$ cat src/logic/empty_placeholder.sv
// intentionally empty file

$ cat src/logic/qual_pkg.sv
// shared constants and types of the bus cycle trigger qualifier
package qual_pkg;
    // number of action slots, overall and in address plus data mode
    localparam int          NUM_ACT      = 4;
    localparam int          AD_MAX_ACT   = 2;
    // register map: action fields sit at (action * ACT_STRIDE) + field
    localparam logic [7:0]  ACT_STRIDE   = 8'h10;
    localparam logic [3:0]  F_ADDR_V1    = 4'h0;
    localparam logic [3:0]  F_ADDR_V2    = 4'h1;
    localparam logic [3:0]  F_ADDR_MASK  = 4'h2;
    localparam logic [3:0]  F_DATA_V1    = 4'h3;
    localparam logic [3:0]  F_DATA_V2    = 4'h4;
    localparam logic [3:0]  F_DATA_MASK  = 4'h5;
    localparam logic [3:0]  F_PROBE_V    = 4'h6;
    localparam logic [3:0]  F_PROBE_MASK = 4'h7;
    localparam logic [3:0]  F_CTRL       = 4'h8;
    // global registers
    localparam logic [7:0]  MODE_ADDR    = 8'h40;
    localparam logic [7:0]  STATUS_ADDR  = 8'h41;
    localparam logic [7:0]  IRQ_MASK_ADDR = 8'h42;
    localparam logic [7:0]  MATCH_ADDR   = 8'h43;
    // control word field positions
    localparam int          CTRL_ARANGE  = 0;
    localparam int          CTRL_DRANGE  = 2;
    localparam int          CTRL_CYCSEL  = 4;
    localparam int          CTRL_JUMP    = 7;
    localparam int          CTRL_DEST    = 8;
    localparam int          CTRL_ENABLE  = 15;
    // values after reset and after a value write
    localparam logic [15:0] MASK16_IGNORE = 16'h0000;
    localparam logic [7:0]  MASK8_IGNORE  = 8'h00;
    localparam logic [15:0] MASK16_ALL    = 16'hFFFF;
    localparam logic [7:0]  MASK8_ALL     = 8'hFF;
    localparam logic [15:0] RD_ZERO       = 16'h0000;
    localparam logic        MODE_RESET    = 1'b0;

    // range interpretation of a value pair
    typedef enum logic [1:0] {
        RANGE_SINGLE,
        RANGE_EITHER,
        RANGE_INSIDE,
        RANGE_OUTSIDE
    } range_e;

    // cycle type selection
    typedef enum logic [2:0] {
        CYC_ALL,
        CYC_NONE,
        CYC_READ,
        CYC_WRITE,
        CYC_READ_WRITE,
        CYC_FETCH,
        CYC_FETCH_READ,
        CYC_FETCH_WRITE
    } cyc_sel_e;

    // one action's programmed qualifiers
    typedef struct packed {
        logic        enable;
        logic        is_jump;
        logic [1:0]  dest;
        cyc_sel_e    cyc_sel;
        range_e      drange;
        range_e      arange;
        logic [15:0] addr_v1;
        logic [15:0] addr_v2;
        logic [15:0] addr_mask;
        logic [7:0]  data_v1;
        logic [7:0]  data_v2;
        logic [7:0]  data_mask;
        logic [7:0]  probe_v;
        logic [7:0]  probe_mask;
    } act_cfg_s;

    // one observed target bus sample
    typedef struct packed {
        logic        strobe;
        logic        instruction_fetch_cycle;
        logic        memory_read_cycle;
        logic        memory_write_cycle;
        logic [15:0] addr;
        logic [7:0]  data;
        logic [7:0]  probe;
    } bus_obs_s;
endpackage

$ cat src/logic/bus_cycle_trigger_qualifier.sv
// qualifier matching of target bus cycles against programmed actions
//
// What this block does
// - each action owns address and data value pairs
// - address pair: single, either, inside, outside
// - data pair uses same four interpretations
// - single-value interpretation unless reprogrammed
// - 16-bit address mask, 8-bit data/probe masks
// - mask ANDs both input and stored value
// - value without explicit mask gets all ones
// - ignored comparison has mask zero, always matches
// - new action: all ignored, all cycles, fires once its enable bit is set; actions 2 and 3 only in address-only mode
// - jump action carries destination state zero-three
// - address-only mode: data never influences firing
// - eight cycle-type settings, none never fires
// - cycle condition restricts address and data jointly
// - ignored cycle condition accepts all cycles
// - probe inputs compared with value under mask
// - action fires only when all conditions hold
// - address+data mode: two actions, address-only four
module bus_cycle_trigger_qualifier (
    // clock and reset
    input  wire logic                         mclk_in,
    input  wire logic                         nrst_in,
    // register port
    input  wire logic [7:0]                   reg_addr_in,
    input  wire logic [15:0]                  reg_wdata_in,
    input  wire logic                         reg_wr_in,
    input  wire logic                         reg_rd_in,
    output logic      [15:0]                  reg_rdata_out,
    // target bus and probes, asynchronous
    input  wire qual_pkg::bus_obs_s           bus_in,
    // results toward the sequencer
    output logic      [qual_pkg::NUM_ACT-1:0] fire_out,
    output logic                              jump_out,
    output logic      [1:0]                   jump_state_out,
    // interrupt
    output logic                              irq_out
);

    // programmed actions, state mode and interrupt registers
    qual_pkg::act_cfg_s               act_q [qual_pkg::NUM_ACT];
    logic                             addr_only_q;   // state runs address-only
    logic [qual_pkg::NUM_ACT-1:0]     status_q;      // sticky fire flags
    logic [qual_pkg::NUM_ACT-1:0]     irq_mask_q;    // interrupt enables
    logic [qual_pkg::NUM_ACT-1:0]     fire_q;        // last cycle result
    logic [qual_pkg::NUM_ACT-1:0]     fire_d;
    logic                             jump_q;
    logic [1:0]                       jump_state_q;
    logic                             irq_q;
    logic [15:0]                      rdata_q;
    // synchroniser and edge detect for the target bus
    qual_pkg::bus_obs_s               sync1_q;
    qual_pkg::bus_obs_s               sync2_q;
    logic                             strobe_prev_q;
    logic                             bus_evt;       // one observed bus cycle
    // decoded access
    logic [1:0]                       acc_act;
    logic [3:0]                       acc_fld;
    logic                             acc_is_act;
    logic [qual_pkg::NUM_ACT-1:0]     qual;          // per action match

    // compare one masked value pair under an interpretation
    function automatic logic pair_match(input logic [15:0] x, input logic [15:0] v1,
                                        input logic [15:0] v2, input logic [15:0] mask,
                                        input qual_pkg::range_e mode);
        logic [15:0] mx;
        logic [15:0] m1;
        logic [15:0] m2;
        logic        res;
        mx = x & mask;
        m1 = v1 & mask;
        m2 = v2 & mask;
        unique case (mode)
            qual_pkg::RANGE_SINGLE:  res = (mx == m1);
            qual_pkg::RANGE_EITHER:  res = (mx == m1) || (mx == m2);
            qual_pkg::RANGE_INSIDE:  res = (mx >= m1) && (mx <= m2);
            qual_pkg::RANGE_OUTSIDE: res = (mx < m1) || (mx > m2);
        endcase
        // an ignored qualifier matches any value, whatever its interpretation
        if (mask == qual_pkg::MASK16_IGNORE) res = 1'b1;
        return res;
    endfunction

    // does the observed cycle kind satisfy a selection
    function automatic logic cyc_match(input qual_pkg::cyc_sel_e sel, input logic f,
                                       input logic r, input logic w);
        logic res;
        unique case (sel)
            qual_pkg::CYC_ALL:         res = 1'b1;
            qual_pkg::CYC_NONE:        res = 1'b0;
            qual_pkg::CYC_READ:        res = r;
            qual_pkg::CYC_WRITE:       res = w;
            qual_pkg::CYC_READ_WRITE:  res = r | w;
            qual_pkg::CYC_FETCH:       res = f;
            qual_pkg::CYC_FETCH_READ:  res = f | r;
            qual_pkg::CYC_FETCH_WRITE: res = f | w;
        endcase
        return res;
    endfunction

    // address split into action slot and field
    assign acc_act    = reg_addr_in[5:4];
    assign acc_fld    = reg_addr_in[3:0];
    assign acc_is_act = (reg_addr_in[7:6] == 2'b00);

    // two-flop synchroniser of the whole bus sample
    always_ff @(posedge mclk_in or negedge nrst_in) begin
        if (!nrst_in) begin
            sync1_q       <= '0;
            sync2_q       <= '0;
            strobe_prev_q <= 1'b0;
        end else begin
            sync1_q       <= bus_in;
            sync2_q       <= sync1_q;
            strobe_prev_q <= sync2_q.strobe;
        end
    end

    // a bus cycle is the rising edge of the synchronised strobe
    assign bus_evt = sync2_q.strobe & ~strobe_prev_q;

    // per action qualification, all conditions ANDed
    genvar gi;
    generate
        for (gi = 0; gi < qual_pkg::NUM_ACT; gi++) begin : g_act
            logic a_ok;
            logic d_ok;
            logic p_ok;
            logic c_ok;
            logic slot_ok;
            assign a_ok = pair_match(sync2_q.addr, act_q[gi].addr_v1,
                                     act_q[gi].addr_v2, act_q[gi].addr_mask,
                                     act_q[gi].arange);
            assign d_ok = addr_only_q ||
                          pair_match({8'h00, sync2_q.data}, {8'h00, act_q[gi].data_v1},
                                     {8'h00, act_q[gi].data_v2},
                                     {8'h00, act_q[gi].data_mask},
                                     act_q[gi].drange);
            assign p_ok = ((sync2_q.probe ^ act_q[gi].probe_v)
                           & act_q[gi].probe_mask) == 8'h00;
            assign c_ok = cyc_match(act_q[gi].cyc_sel, sync2_q.instruction_fetch_cycle,
                                    sync2_q.memory_read_cycle,
                                    sync2_q.memory_write_cycle);
            // only two slots exist in address plus data mode
            assign slot_ok = addr_only_q || (gi < qual_pkg::AD_MAX_ACT);
            assign qual[gi] = act_q[gi].enable & slot_ok & a_ok & d_ok & p_ok
                              & c_ok;
        end
    endgenerate

    // result for the current bus cycle only
    assign fire_d = bus_evt ? qual : '0;

    // action programming; a value write also restores its mask to all ones
    always_ff @(posedge mclk_in or negedge nrst_in) begin
        if (!nrst_in) begin
            for (int i = 0; i < qual_pkg::NUM_ACT; i++) begin
                act_q[i]            <= '0;
                act_q[i].addr_mask  <= qual_pkg::MASK16_IGNORE;
                act_q[i].data_mask  <= qual_pkg::MASK8_IGNORE;
                act_q[i].probe_mask <= qual_pkg::MASK8_IGNORE;
                act_q[i].cyc_sel    <= qual_pkg::CYC_ALL;
            end
        end else if (reg_wr_in && acc_is_act) begin
            unique case (acc_fld)
                qual_pkg::F_ADDR_V1: begin
                    act_q[acc_act].addr_v1   <= reg_wdata_in;
                    act_q[acc_act].addr_mask <= qual_pkg::MASK16_ALL;
                end
                qual_pkg::F_ADDR_V2: begin
                    act_q[acc_act].addr_v2   <= reg_wdata_in;
                    act_q[acc_act].addr_mask <= qual_pkg::MASK16_ALL;
                end
                qual_pkg::F_ADDR_MASK: begin
                    act_q[acc_act].addr_mask <= reg_wdata_in;
                end
                qual_pkg::F_DATA_V1: begin
                    act_q[acc_act].data_v1   <= reg_wdata_in[7:0];
                    act_q[acc_act].data_mask <= qual_pkg::MASK8_ALL;
                end
                qual_pkg::F_DATA_V2: begin
                    act_q[acc_act].data_v2   <= reg_wdata_in[7:0];
                    act_q[acc_act].data_mask <= qual_pkg::MASK8_ALL;
                end
                qual_pkg::F_DATA_MASK: begin
                    act_q[acc_act].data_mask <= reg_wdata_in[7:0];
                end
                qual_pkg::F_PROBE_V: begin
                    act_q[acc_act].probe_v    <= reg_wdata_in[7:0];
                    act_q[acc_act].probe_mask <= qual_pkg::MASK8_ALL;
                end
                qual_pkg::F_PROBE_MASK: begin
                    act_q[acc_act].probe_mask <= reg_wdata_in[7:0];
                end
                qual_pkg::F_CTRL: begin
                    act_q[acc_act].arange  <= qual_pkg::range_e'(
                        reg_wdata_in[qual_pkg::CTRL_ARANGE +: 2]);
                    act_q[acc_act].drange  <= qual_pkg::range_e'(
                        reg_wdata_in[qual_pkg::CTRL_DRANGE +: 2]);
                    act_q[acc_act].cyc_sel <= qual_pkg::cyc_sel_e'(
                        reg_wdata_in[qual_pkg::CTRL_CYCSEL +: 3]);
                    act_q[acc_act].is_jump <= reg_wdata_in[qual_pkg::CTRL_JUMP];
                    act_q[acc_act].dest    <= reg_wdata_in[qual_pkg::CTRL_DEST +: 2];
                    act_q[acc_act].enable  <= reg_wdata_in[qual_pkg::CTRL_ENABLE];
                end
                default: begin
                    // unmapped field: ignored
                end
            endcase
        end
    end

    // state mode and interrupt mask registers
    always_ff @(posedge mclk_in or negedge nrst_in) begin
        if (!nrst_in) begin
            addr_only_q <= qual_pkg::MODE_RESET;
            irq_mask_q  <= '0;
        end else if (reg_wr_in) begin
            if (reg_addr_in == qual_pkg::MODE_ADDR) begin
                addr_only_q <= reg_wdata_in[0];
            end
            if (reg_addr_in == qual_pkg::IRQ_MASK_ADDR) begin
                irq_mask_q <= reg_wdata_in[qual_pkg::NUM_ACT-1:0];
            end
        end
    end

    // sticky status: read clears, a new fire in that cycle wins
    always_ff @(posedge mclk_in or negedge nrst_in) begin
        if (!nrst_in) begin
            status_q <= '0;
        end else if (reg_rd_in && (reg_addr_in == qual_pkg::STATUS_ADDR)) begin
            status_q <= fire_d;
        end else begin
            status_q <= status_q | fire_d;
        end
    end

    // results and jump request toward the sequencer, lowest action first
    always_ff @(posedge mclk_in or negedge nrst_in) begin
        if (!nrst_in) begin
            fire_q       <= '0;
            jump_q       <= 1'b0;
            jump_state_q <= 2'b00;
        end else begin
            fire_q       <= fire_d;
            jump_q       <= 1'b0;
            jump_state_q <= jump_state_q;
            for (int i = qual_pkg::NUM_ACT - 1; i >= 0; i--) begin
                if (fire_d[i] && act_q[i].is_jump) begin
                    jump_q       <= 1'b1;
                    jump_state_q <= act_q[i].dest;
                end
            end
        end
    end

    // level interrupt from unmasked sticky flags
    always_ff @(posedge mclk_in or negedge nrst_in) begin
        if (!nrst_in) begin
            irq_q <= 1'b0;
        end else begin
            irq_q <= |(status_q & irq_mask_q);
        end
    end

    // read data, valid in the cycle after the read strobe
    always_ff @(posedge mclk_in or negedge nrst_in) begin
        if (!nrst_in) begin
            rdata_q <= qual_pkg::RD_ZERO;
        end else if (!reg_rd_in) begin
            rdata_q <= qual_pkg::RD_ZERO;
        end else if (acc_is_act) begin
            unique case (acc_fld)
                qual_pkg::F_ADDR_V1:    rdata_q <= act_q[acc_act].addr_v1;
                qual_pkg::F_ADDR_V2:    rdata_q <= act_q[acc_act].addr_v2;
                qual_pkg::F_ADDR_MASK:  rdata_q <= act_q[acc_act].addr_mask;
                qual_pkg::F_DATA_V1:    rdata_q <= {8'h00, act_q[acc_act].data_v1};
                qual_pkg::F_DATA_V2:    rdata_q <= {8'h00, act_q[acc_act].data_v2};
                qual_pkg::F_DATA_MASK:  rdata_q <= {8'h00, act_q[acc_act].data_mask};
                qual_pkg::F_PROBE_V:    rdata_q <= {8'h00, act_q[acc_act].probe_v};
                qual_pkg::F_PROBE_MASK: rdata_q <= {8'h00, act_q[acc_act].probe_mask};
                qual_pkg::F_CTRL:       rdata_q <= {act_q[acc_act].enable, 5'h00,
                                                    act_q[acc_act].dest,
                                                    act_q[acc_act].is_jump,
                                                    act_q[acc_act].cyc_sel,
                                                    act_q[acc_act].drange,
                                                    act_q[acc_act].arange};
                default:                rdata_q <= qual_pkg::RD_ZERO;
            endcase
        end else begin
            unique case (reg_addr_in)
                qual_pkg::MODE_ADDR:     rdata_q <= {15'h0000, addr_only_q};
                qual_pkg::STATUS_ADDR:   rdata_q <= {12'h000, status_q};
                qual_pkg::IRQ_MASK_ADDR: rdata_q <= {12'h000, irq_mask_q};
                qual_pkg::MATCH_ADDR:    rdata_q <= {12'h000, fire_q};
                default:                 rdata_q <= qual_pkg::RD_ZERO;
            endcase
        end
    end

    // outputs straight from flip-flops
    assign reg_rdata_out  = rdata_q;
    assign fire_out       = fire_q;
    assign jump_out       = jump_q;
    assign jump_state_out = jump_state_q;
    assign irq_out        = irq_q;
endmodule

$ cat config.mk
export PLATFORM = sky130hd
export DESIGN_NAME = bus_cycle_trigger_qualifier
export DESIGN_NICKNAME = d
export VERILOG_FILES = /design/src/logic/empty_placeholder.sv /design/src/logic/qual_pkg.sv /design/src/logic/bus_cycle_trigger_qualifier.sv
export SDC_FILE = /design/constraint.sdc
export NUM_CORES = 1
export LEC_CHECK = 0
export ABC_AREA = 1
export BUFFER_PORTS_ARGS = -buffer_cell sky130_fd_sc_hd__buf_2
export CAP_MARGIN = 20
export CORE_MARGIN = 10
export CORE_UTILIZATION = 50
export DETAILED_ROUTE_END_ITERATION = 10
export GPL_TIMING_DRIVEN = 0
export PLACE_DENSITY = 0.79
export SYNTH_ARGS = -nofsm -noshare
export SYNTH_HDL_FRONTEND = slang
export SYNTH_SLANG_ARGS = --single-unit
$ cat constraint.sdc
create_clock -name mclk_in -period 2.3 [get_ports mclk_in]
set_input_delay 0.23 -clock mclk_in [delete_from_list [all_inputs] [get_ports mclk_in]]
set_output_delay 0.23 -clock mclk_in [all_outputs]
set_load 0.02 [all_outputs]
Yosys cells after proc, flatten, opt, wreduce, memory -nomap -nowiden:

Cells that the tools add are included.

* input port bits: 64
* word-level logic and storage cells: 403
* output and inout port bits: 24
* register bits: 502

* reductions and logical operators: 67
* mux-type cells: 85
* bitwise gates (word level): 58
* order comparisons: 34
* equal/unequal tests: 80

Operators by type and width (number)
* 396-bit bitwise mux: 19
* 396-bit one-hot mux with 9 select lines: 1
* 99-bit demux with 2-bit select: 14
* 99-bit 2-to-1 mux: 3
* 99-bit binary-select mux with 2-bit select: 1
* 16-bit bitwise AND: 12
* 16-bit one-hot mux with 9 select lines: 1
* 8-bit bitwise AND: 16
* 16-bit == test: 8
* 98-bit 2-to-1 mux: 1
* 97-bit 2-to-1 mux: 1
* 95-bit 2-to-1 mux: 1
* 92-bit 2-to-1 mux: 1
* 90-bit 2-to-1 mux: 1
* 88-bit 2-to-1 mux: 1
* 72-bit 2-to-1 mux: 1
* 8-bit == test: 8
* 16-bit >= comparator: 4
* 16-bit greater-than comparator: 4
* 16-bit <= comparator: 4
* 16-bit zero test: 4
* 8-bit zero test: 8
* 16-bit < comparator: 4
* 56-bit 2-to-1 mux: 1
* 43 further kinds: 205

Longest topological paths before layout:

* depth after elaboration: 15
* mapped depth: 24
* mapped depth without buffers: 24

Worst setup path after synthesis:

No wires, ideal clock.

* kind: register to register
* start point: register act_q[352] in the netlist's numbering
* end point: register jump_state_q[0], in the netlist jump_state_out[0]
* setup time: 0.117 ns
* cell stages (with the launch flop): 16
* path buffers: 0
* required time: 2.183 ns
* path slack: 0.092 ns
* data arrival time: 2.091 ns
* period minus slack after synthesis: 2.208 ns
* cell sequence: dfrtp_1 > nand2_1 > inv_1 > ha_1 > nand2_1 > nor4_1 > nand2_1 > nand3_1 > nand3_1 > nand3_1 > nand3_1 > or2_2 > nand2_1 > inv_1 > nand2_1 > nand2_1

* longest elaborated chain between the ends: 12
* elaborated cells on any way between the ends: 23
* classes of those cells: 4 x order compare; 2 x eq/ne; 4 x mux; 7 x bitwise; 6 x reduce/logical

RTL lines
* start: declaration: RTL line bus_cycle_trigger_qualifier.sv:42 `qual_pkg::act_cfg_s act_q [qual_pkg::NUM_ACT];`
* 16-bit bitwise AND, on equally long branches: RTL line bus_cycle_trigger_qualifier.sv:71, bus_cycle_trigger_qualifier.sv:72, bus_cycle_trigger_qualifier.sv:73
* 16-bit < comparator (tied with other cells): RTL line bus_cycle_trigger_qualifier.sv:78 `qual_pkg::RANGE_OUTSIDE: res = (mx < m1) || (mx > m2);`
* 1-bit logical OR (tied with other cells): RTL line bus_cycle_trigger_qualifier.sv:78
* 1-bit one-hot mux with 4 select lines: RTL line bus_cycle_trigger_qualifier.sv:74 `unique case (mode)`
* 1-bit 2-to-1 mux *: RTL line bus_cycle_trigger_qualifier.sv:81 `if (mask == qual_pkg::MASK16_IGNORE) res = 1'b1;`
* 1-bit bitwise AND * (3 in series): RTL line bus_cycle_trigger_qualifier.sv:147 `assign qual[gi] = act_q[gi].enable & slot_ok & a_ok & d_ok & p_ok`
* 1-bit bitwise AND *: RTL line bus_cycle_trigger_qualifier.sv:148 `& c_ok;`
* 4-bit 2-to-1 mux *: RTL line bus_cycle_trigger_qualifier.sv:153 `assign fire_d = bus_evt ? qual : '0;`
* 1-bit logical AND *: RTL line bus_cycle_trigger_qualifier.sv:251 `if (fire_d[i] && act_q[i].is_jump) begin`
* 4-bit nonzero test (no source line) / 2-bit 2-to-1 mux (equally long branches)
* end signal: assignment: RTL line bus_cycle_trigger_qualifier.sv:249 `jump_state_q <= jump_state_q;`
* end signal: assignment: RTL line bus_cycle_trigger_qualifier.sv:253 `jump_state_q <= act_q[i].dest;`
* end: declaration: RTL line bus_cycle_trigger_qualifier.sv:49 `logic [1:0] jump_state_q;`

Every way passes the cells marked *; elsewhere a longest branch is shown, timed or not.
A chain may end at the register's enable or synchronous reset.

Worst setup path in the final report:

* start point: register sync2_q[31] in the netlist's numbering
* end point: register jump_state_q[1], in the netlist jump_state_out[1]

* longest elaborated chain between the ends: 14
* elaborated cells on any way between the ends: 73
* classes of those cells: 16 x order compare; 8 x eq/ne; 12 x mux; 20 x bitwise; 17 x reduce/logical

RTL lines
* start: declaration: RTL line bus_cycle_trigger_qualifier.sv:54 `qual_pkg::bus_obs_s sync2_q;`
* start signal: assignment: RTL line bus_cycle_trigger_qualifier.sv:115 `sync2_q <= sync1_q;`
* 16-bit bitwise AND: RTL line bus_cycle_trigger_qualifier.sv:71 `mx = x & mask;`
* 16-bit < comparator (tied with other cells): RTL line bus_cycle_trigger_qualifier.sv:78
* 1-bit logical OR (tied with other cells): RTL line bus_cycle_trigger_qualifier.sv:78
* 1-bit one-hot mux with 4 select lines: RTL line bus_cycle_trigger_qualifier.sv:74
* 1-bit 2-to-1 mux: RTL line bus_cycle_trigger_qualifier.sv:81
* 1-bit bitwise AND (3 in series): RTL line bus_cycle_trigger_qualifier.sv:147
* 1-bit bitwise AND: RTL line bus_cycle_trigger_qualifier.sv:148
* 4-bit 2-to-1 mux *: RTL line bus_cycle_trigger_qualifier.sv:153
* 1-bit logical AND: RTL line bus_cycle_trigger_qualifier.sv:251
* 2-bit 2-to-1 mux (3 in series): RTL line bus_cycle_trigger_qualifier.sv:251

Marked as above.

==> impl_metrics.py <==
metrics = {
    "global_routing": {
        "grt.total_usage": 0.430,
        "antenna_found_initial": 3,
        "grt_pass1_wl_microns": 216000,
        "grt_pass1_vias": 30000,
        "gr-total-overflow": 0,
        "grt_max_degree": 118,
    },
    "place": {
        "place.gp.congestion": 1.14,
        "dp_cells": 4545,
        "port_buffers": 87,
        "dp_hpwl_microns": 114000,
    },
    "status": {
        "status": "complete, but fails checks",
        "violations": "negative setup slack",
    },
    "clock_tree": {
        "cts_tree": "done",
        "cts.sinks": 502,
        "clk_latency_ns": 0.65,
        "root_buffer": "clkbuf_16",
        "cts_buffers": 56,
        "htreeDepth": 2,
        "clk_pin_slew_worst_paths_ns": 0.06,
        "cts_buffer_depth": 3,
    },
    "routing": {
        "firstDrtPassIters": 6,
        "ant_nets": 0,
        "initialDrtViolationCount": 5961,
        "drt-vias-per-instance": 6.77,
        "routedWlPerCell_microns": 32.6,
        "drc": 0,
        "routed_wl_microns": 154000,
        "via_count": 32000,
    },
    "synthesis": {
        "netlist_area_sq_mm": 0.0294,
        "yosysWarnings": 0,
        "synth_top_flop_cell": "dfrtp_1",
        "synth.avg_cell_area_sq_um": 7.97,
        "synth_nets": 3909,
        "synth-edff-count": 0,
        "netlist_instances": 3689,
        "ys_ff_latch": 502,
        "synth_cell_type_count": 49,
        "async_flop_share": 1.00,
        "seq_area_frac_synth": 0.427,
    },
    "final_layout": {
        "fill_cells": 5355,
        "layout_commonest_cell": "nand2_1",
        "layout-drive-gt1-share": 0.139,
        "syn_to_final_growth_pct": 18.4,
        "layoutNonFillerInstCount": 4724,
        "finalNetCount": 4131,
        "final_cell_mix": "617 x nand2_1, 522 x inv_1, 513 x o21ai_0",
    },
    "sta": {
        "tightest_slew_ns": 1.12,
        "period_share": 1.19,
        "slew_violations": 0,
        "finalHoldWorstSlack_ns": 0.0152,
        "relSlewSlack": 0.255,
        "setup_ws_ns": -0.447,
        "setup-tns-final_ns": -3.65,
        "rsz0062_at_grt": "true",
        "fmax_mhz": 364,
        "finalSetupViolations": 40,
        "min_period_ns": 2.75,
        "fin_skew_ns": 0.0321,
        "hold_violations": 0,
    },
    "floorplanning": {
        "start_util": 0.508,
        "num_io_pins": 88,
        "die_h_microns": 262,
        "die_width_microns": 262,
        "core_area_sq_mm": 0.0579,
        "dieArea_sq_mm": 0.0689,
        "rows": 88,
    },
    "worst_setup_path": {
        "worst-r2r-cell-count": 15,
        "crit_arrival_ns": 3.33,
        "start_kind": "flop",
        "cp_slowest_cell": "dfrtp_2",
        "crit_chain": "nand2_2 > inv_4 > ha_4 > nand2_4 > nor4_4 > nand4_1 > o211ai_1 > nand2_4 > nand2_4 > nand3_4 > nand2_2 > nand3_2 > nand2_2 > nand2_1 > nand2_1",
        "r2r_start": "sync2_q[31]",
        "r2r-end": "jump_state_out[1]",
        "r2r_setup_slack_ns": -0.45,
        "worstPathMaxFanout": 4,
        "worst_setup_path_end_kind": "flop",
        "cp_num_buf_inv": 1,
        "worstPathRequired_ns": 2.88,
        "max_stage_delay_ns": 0.51,
        "crit_type": "flop to flop",
        "cp_top_family": "simple AND/OR/NAND/NOR gates",
    },
    "pwr": {
        "vdd_drop_max_uv": 660,
        "p_leak_nw": 15.9,
        "powerDensity_mw_per_mm2": 756,
        "p_total_mw": 26.3,
    },
    "min_path": {
        "hold-path-endpoint": "irq_mask_q[0]",
        "holdPathStages": 3,
        "hold_start": "reg_wr_in",
        "min_path_type": "input pin to flop",
    },
    "run": {
        "cap_violations": 0,
    },
}
==> routing by layer <==
metal,up-vias,track usage,part of all wire
li1,13400,-,-
met1,15200,0.526,0.35
met2,2750,0.627,0.42
met4,6,0.326,0.10
met3,700,0.133,0.13
met5,-,0,0.00031
==> report_power, final <==
part	internal, mW	switching (mW)	total, mW
clock	5.67	4.13	9.80
sequential	9.82	1.05	10.9
combinational	1.76	3.89	5.65
total	17.2	9.07	26.3
==> how the worst max path moves through the flow <==
stage | startpoint | endpoint | cells past startpoint
after floorplan | act_q[352] | jump_state_out[0] | 15
after global placement | nrst_in | asynchronous set/reset pin | 1
after detailed placement | reg_addr_in[4] | flop | 9
after CTS | sync2_q[26] | jump_state_out[1] | 20
after global routing | sync2_q[31] | jump_state_out[1] | 15
final | sync2_q[31] | jump_state_out[1] | 15
==> cells by family after synthesis <==
group	synth area share
AOI/OAI and AO/OA	0.267
xor gates and xnor gates	0.000298
adders and majority gates	0.0664
buffers and inverters	0.0990
DFF	0.427
and+or+nand+nor	0.140
==> Yosys cell counts (26+ instances only) <==
cell / n / area [sq um]
o21ai_0: 529 / 2650
nand2_1: 656 / 2460
o32ai_1: 100 / 876
o2111ai_1: 29 / 254
o22ai_1: 141 / 882
a221oi_1: 26 / 228
a21oi_1: 219 / 1100
a32o_1: 32 / 320
buf_2: 37 / 185
inv_1: 547 / 2050
clkbuf_1: 132 / 495
dfrtp_1: 502 / 12600
nor2_1: 160 / 601
ha_1: 156 / 1950
buf_1: 28 / 105
a22oi_1: 91 / 683
nand3_1: 65 / 325
o221ai_1: 42 / 368
nand4_1: 49 / 307
==> worst reg2reg max path: stages (launching register included) <==
cell and delay, ns:
dfrtp_2 0.51, nand2_2 0.13, inv_4 0.05, ha_4 0.29
nand2_4 0.07, nor4_4 0.39, nand4_1 0.12, o211ai_1 0.27
nand2_4 0.10, nand2_4 0.13, nand3_4 0.16, nand2_2 0.12
nand3_2 0.10, nand2_2 0.12, nand2_1 0.06, nand2_1 0.05
==> area by class of cell <==
| class | count | area [sq um] | share of cell area |
|---|---|---|---|
| inverters | 561 | 2110 | 0.0607 |
| repair buffers | 164 | 1290 | 0.0371 |
| clock buffers | 77 | 1610 | 0.0463 |
| flip-flops and latches | 502 | 12600 | 0.362 |
| clock inverters | 25 | 325 | 0.00934 |
| multi-input cells | 2427 | 15000 | 0.431 |
| plain buffers | 199 | 875 | 0.0251 |
| well taps | 765 | 957 | 0.0275 |
| diodes | 4 | 10.0 | 0.000288 |
==> stage by stage <==
stage	area [sq um]	util	worst slack (ns)
after floorplan	29400	-	0.0919
after global placement	30800	0.532	-9.61
after detailed placement	30900	0.534	-1.39
after CTS	33900	0.586	-0.292
after global routing	34800	0.601	-0.465
final	34800	0.601	-0.447
==> timing repair <==
item                                    4_1_cts  5_1_grt
hold buffers                                 43        0
gates resized for setup                     158      193
endpoints found under the setup margin      214      285
pin swaps                                    36       68
hold endpoints to repair                     98        0
buffers inserted                             10       20
No activity file was read; power rests on OpenSTA's default activity.
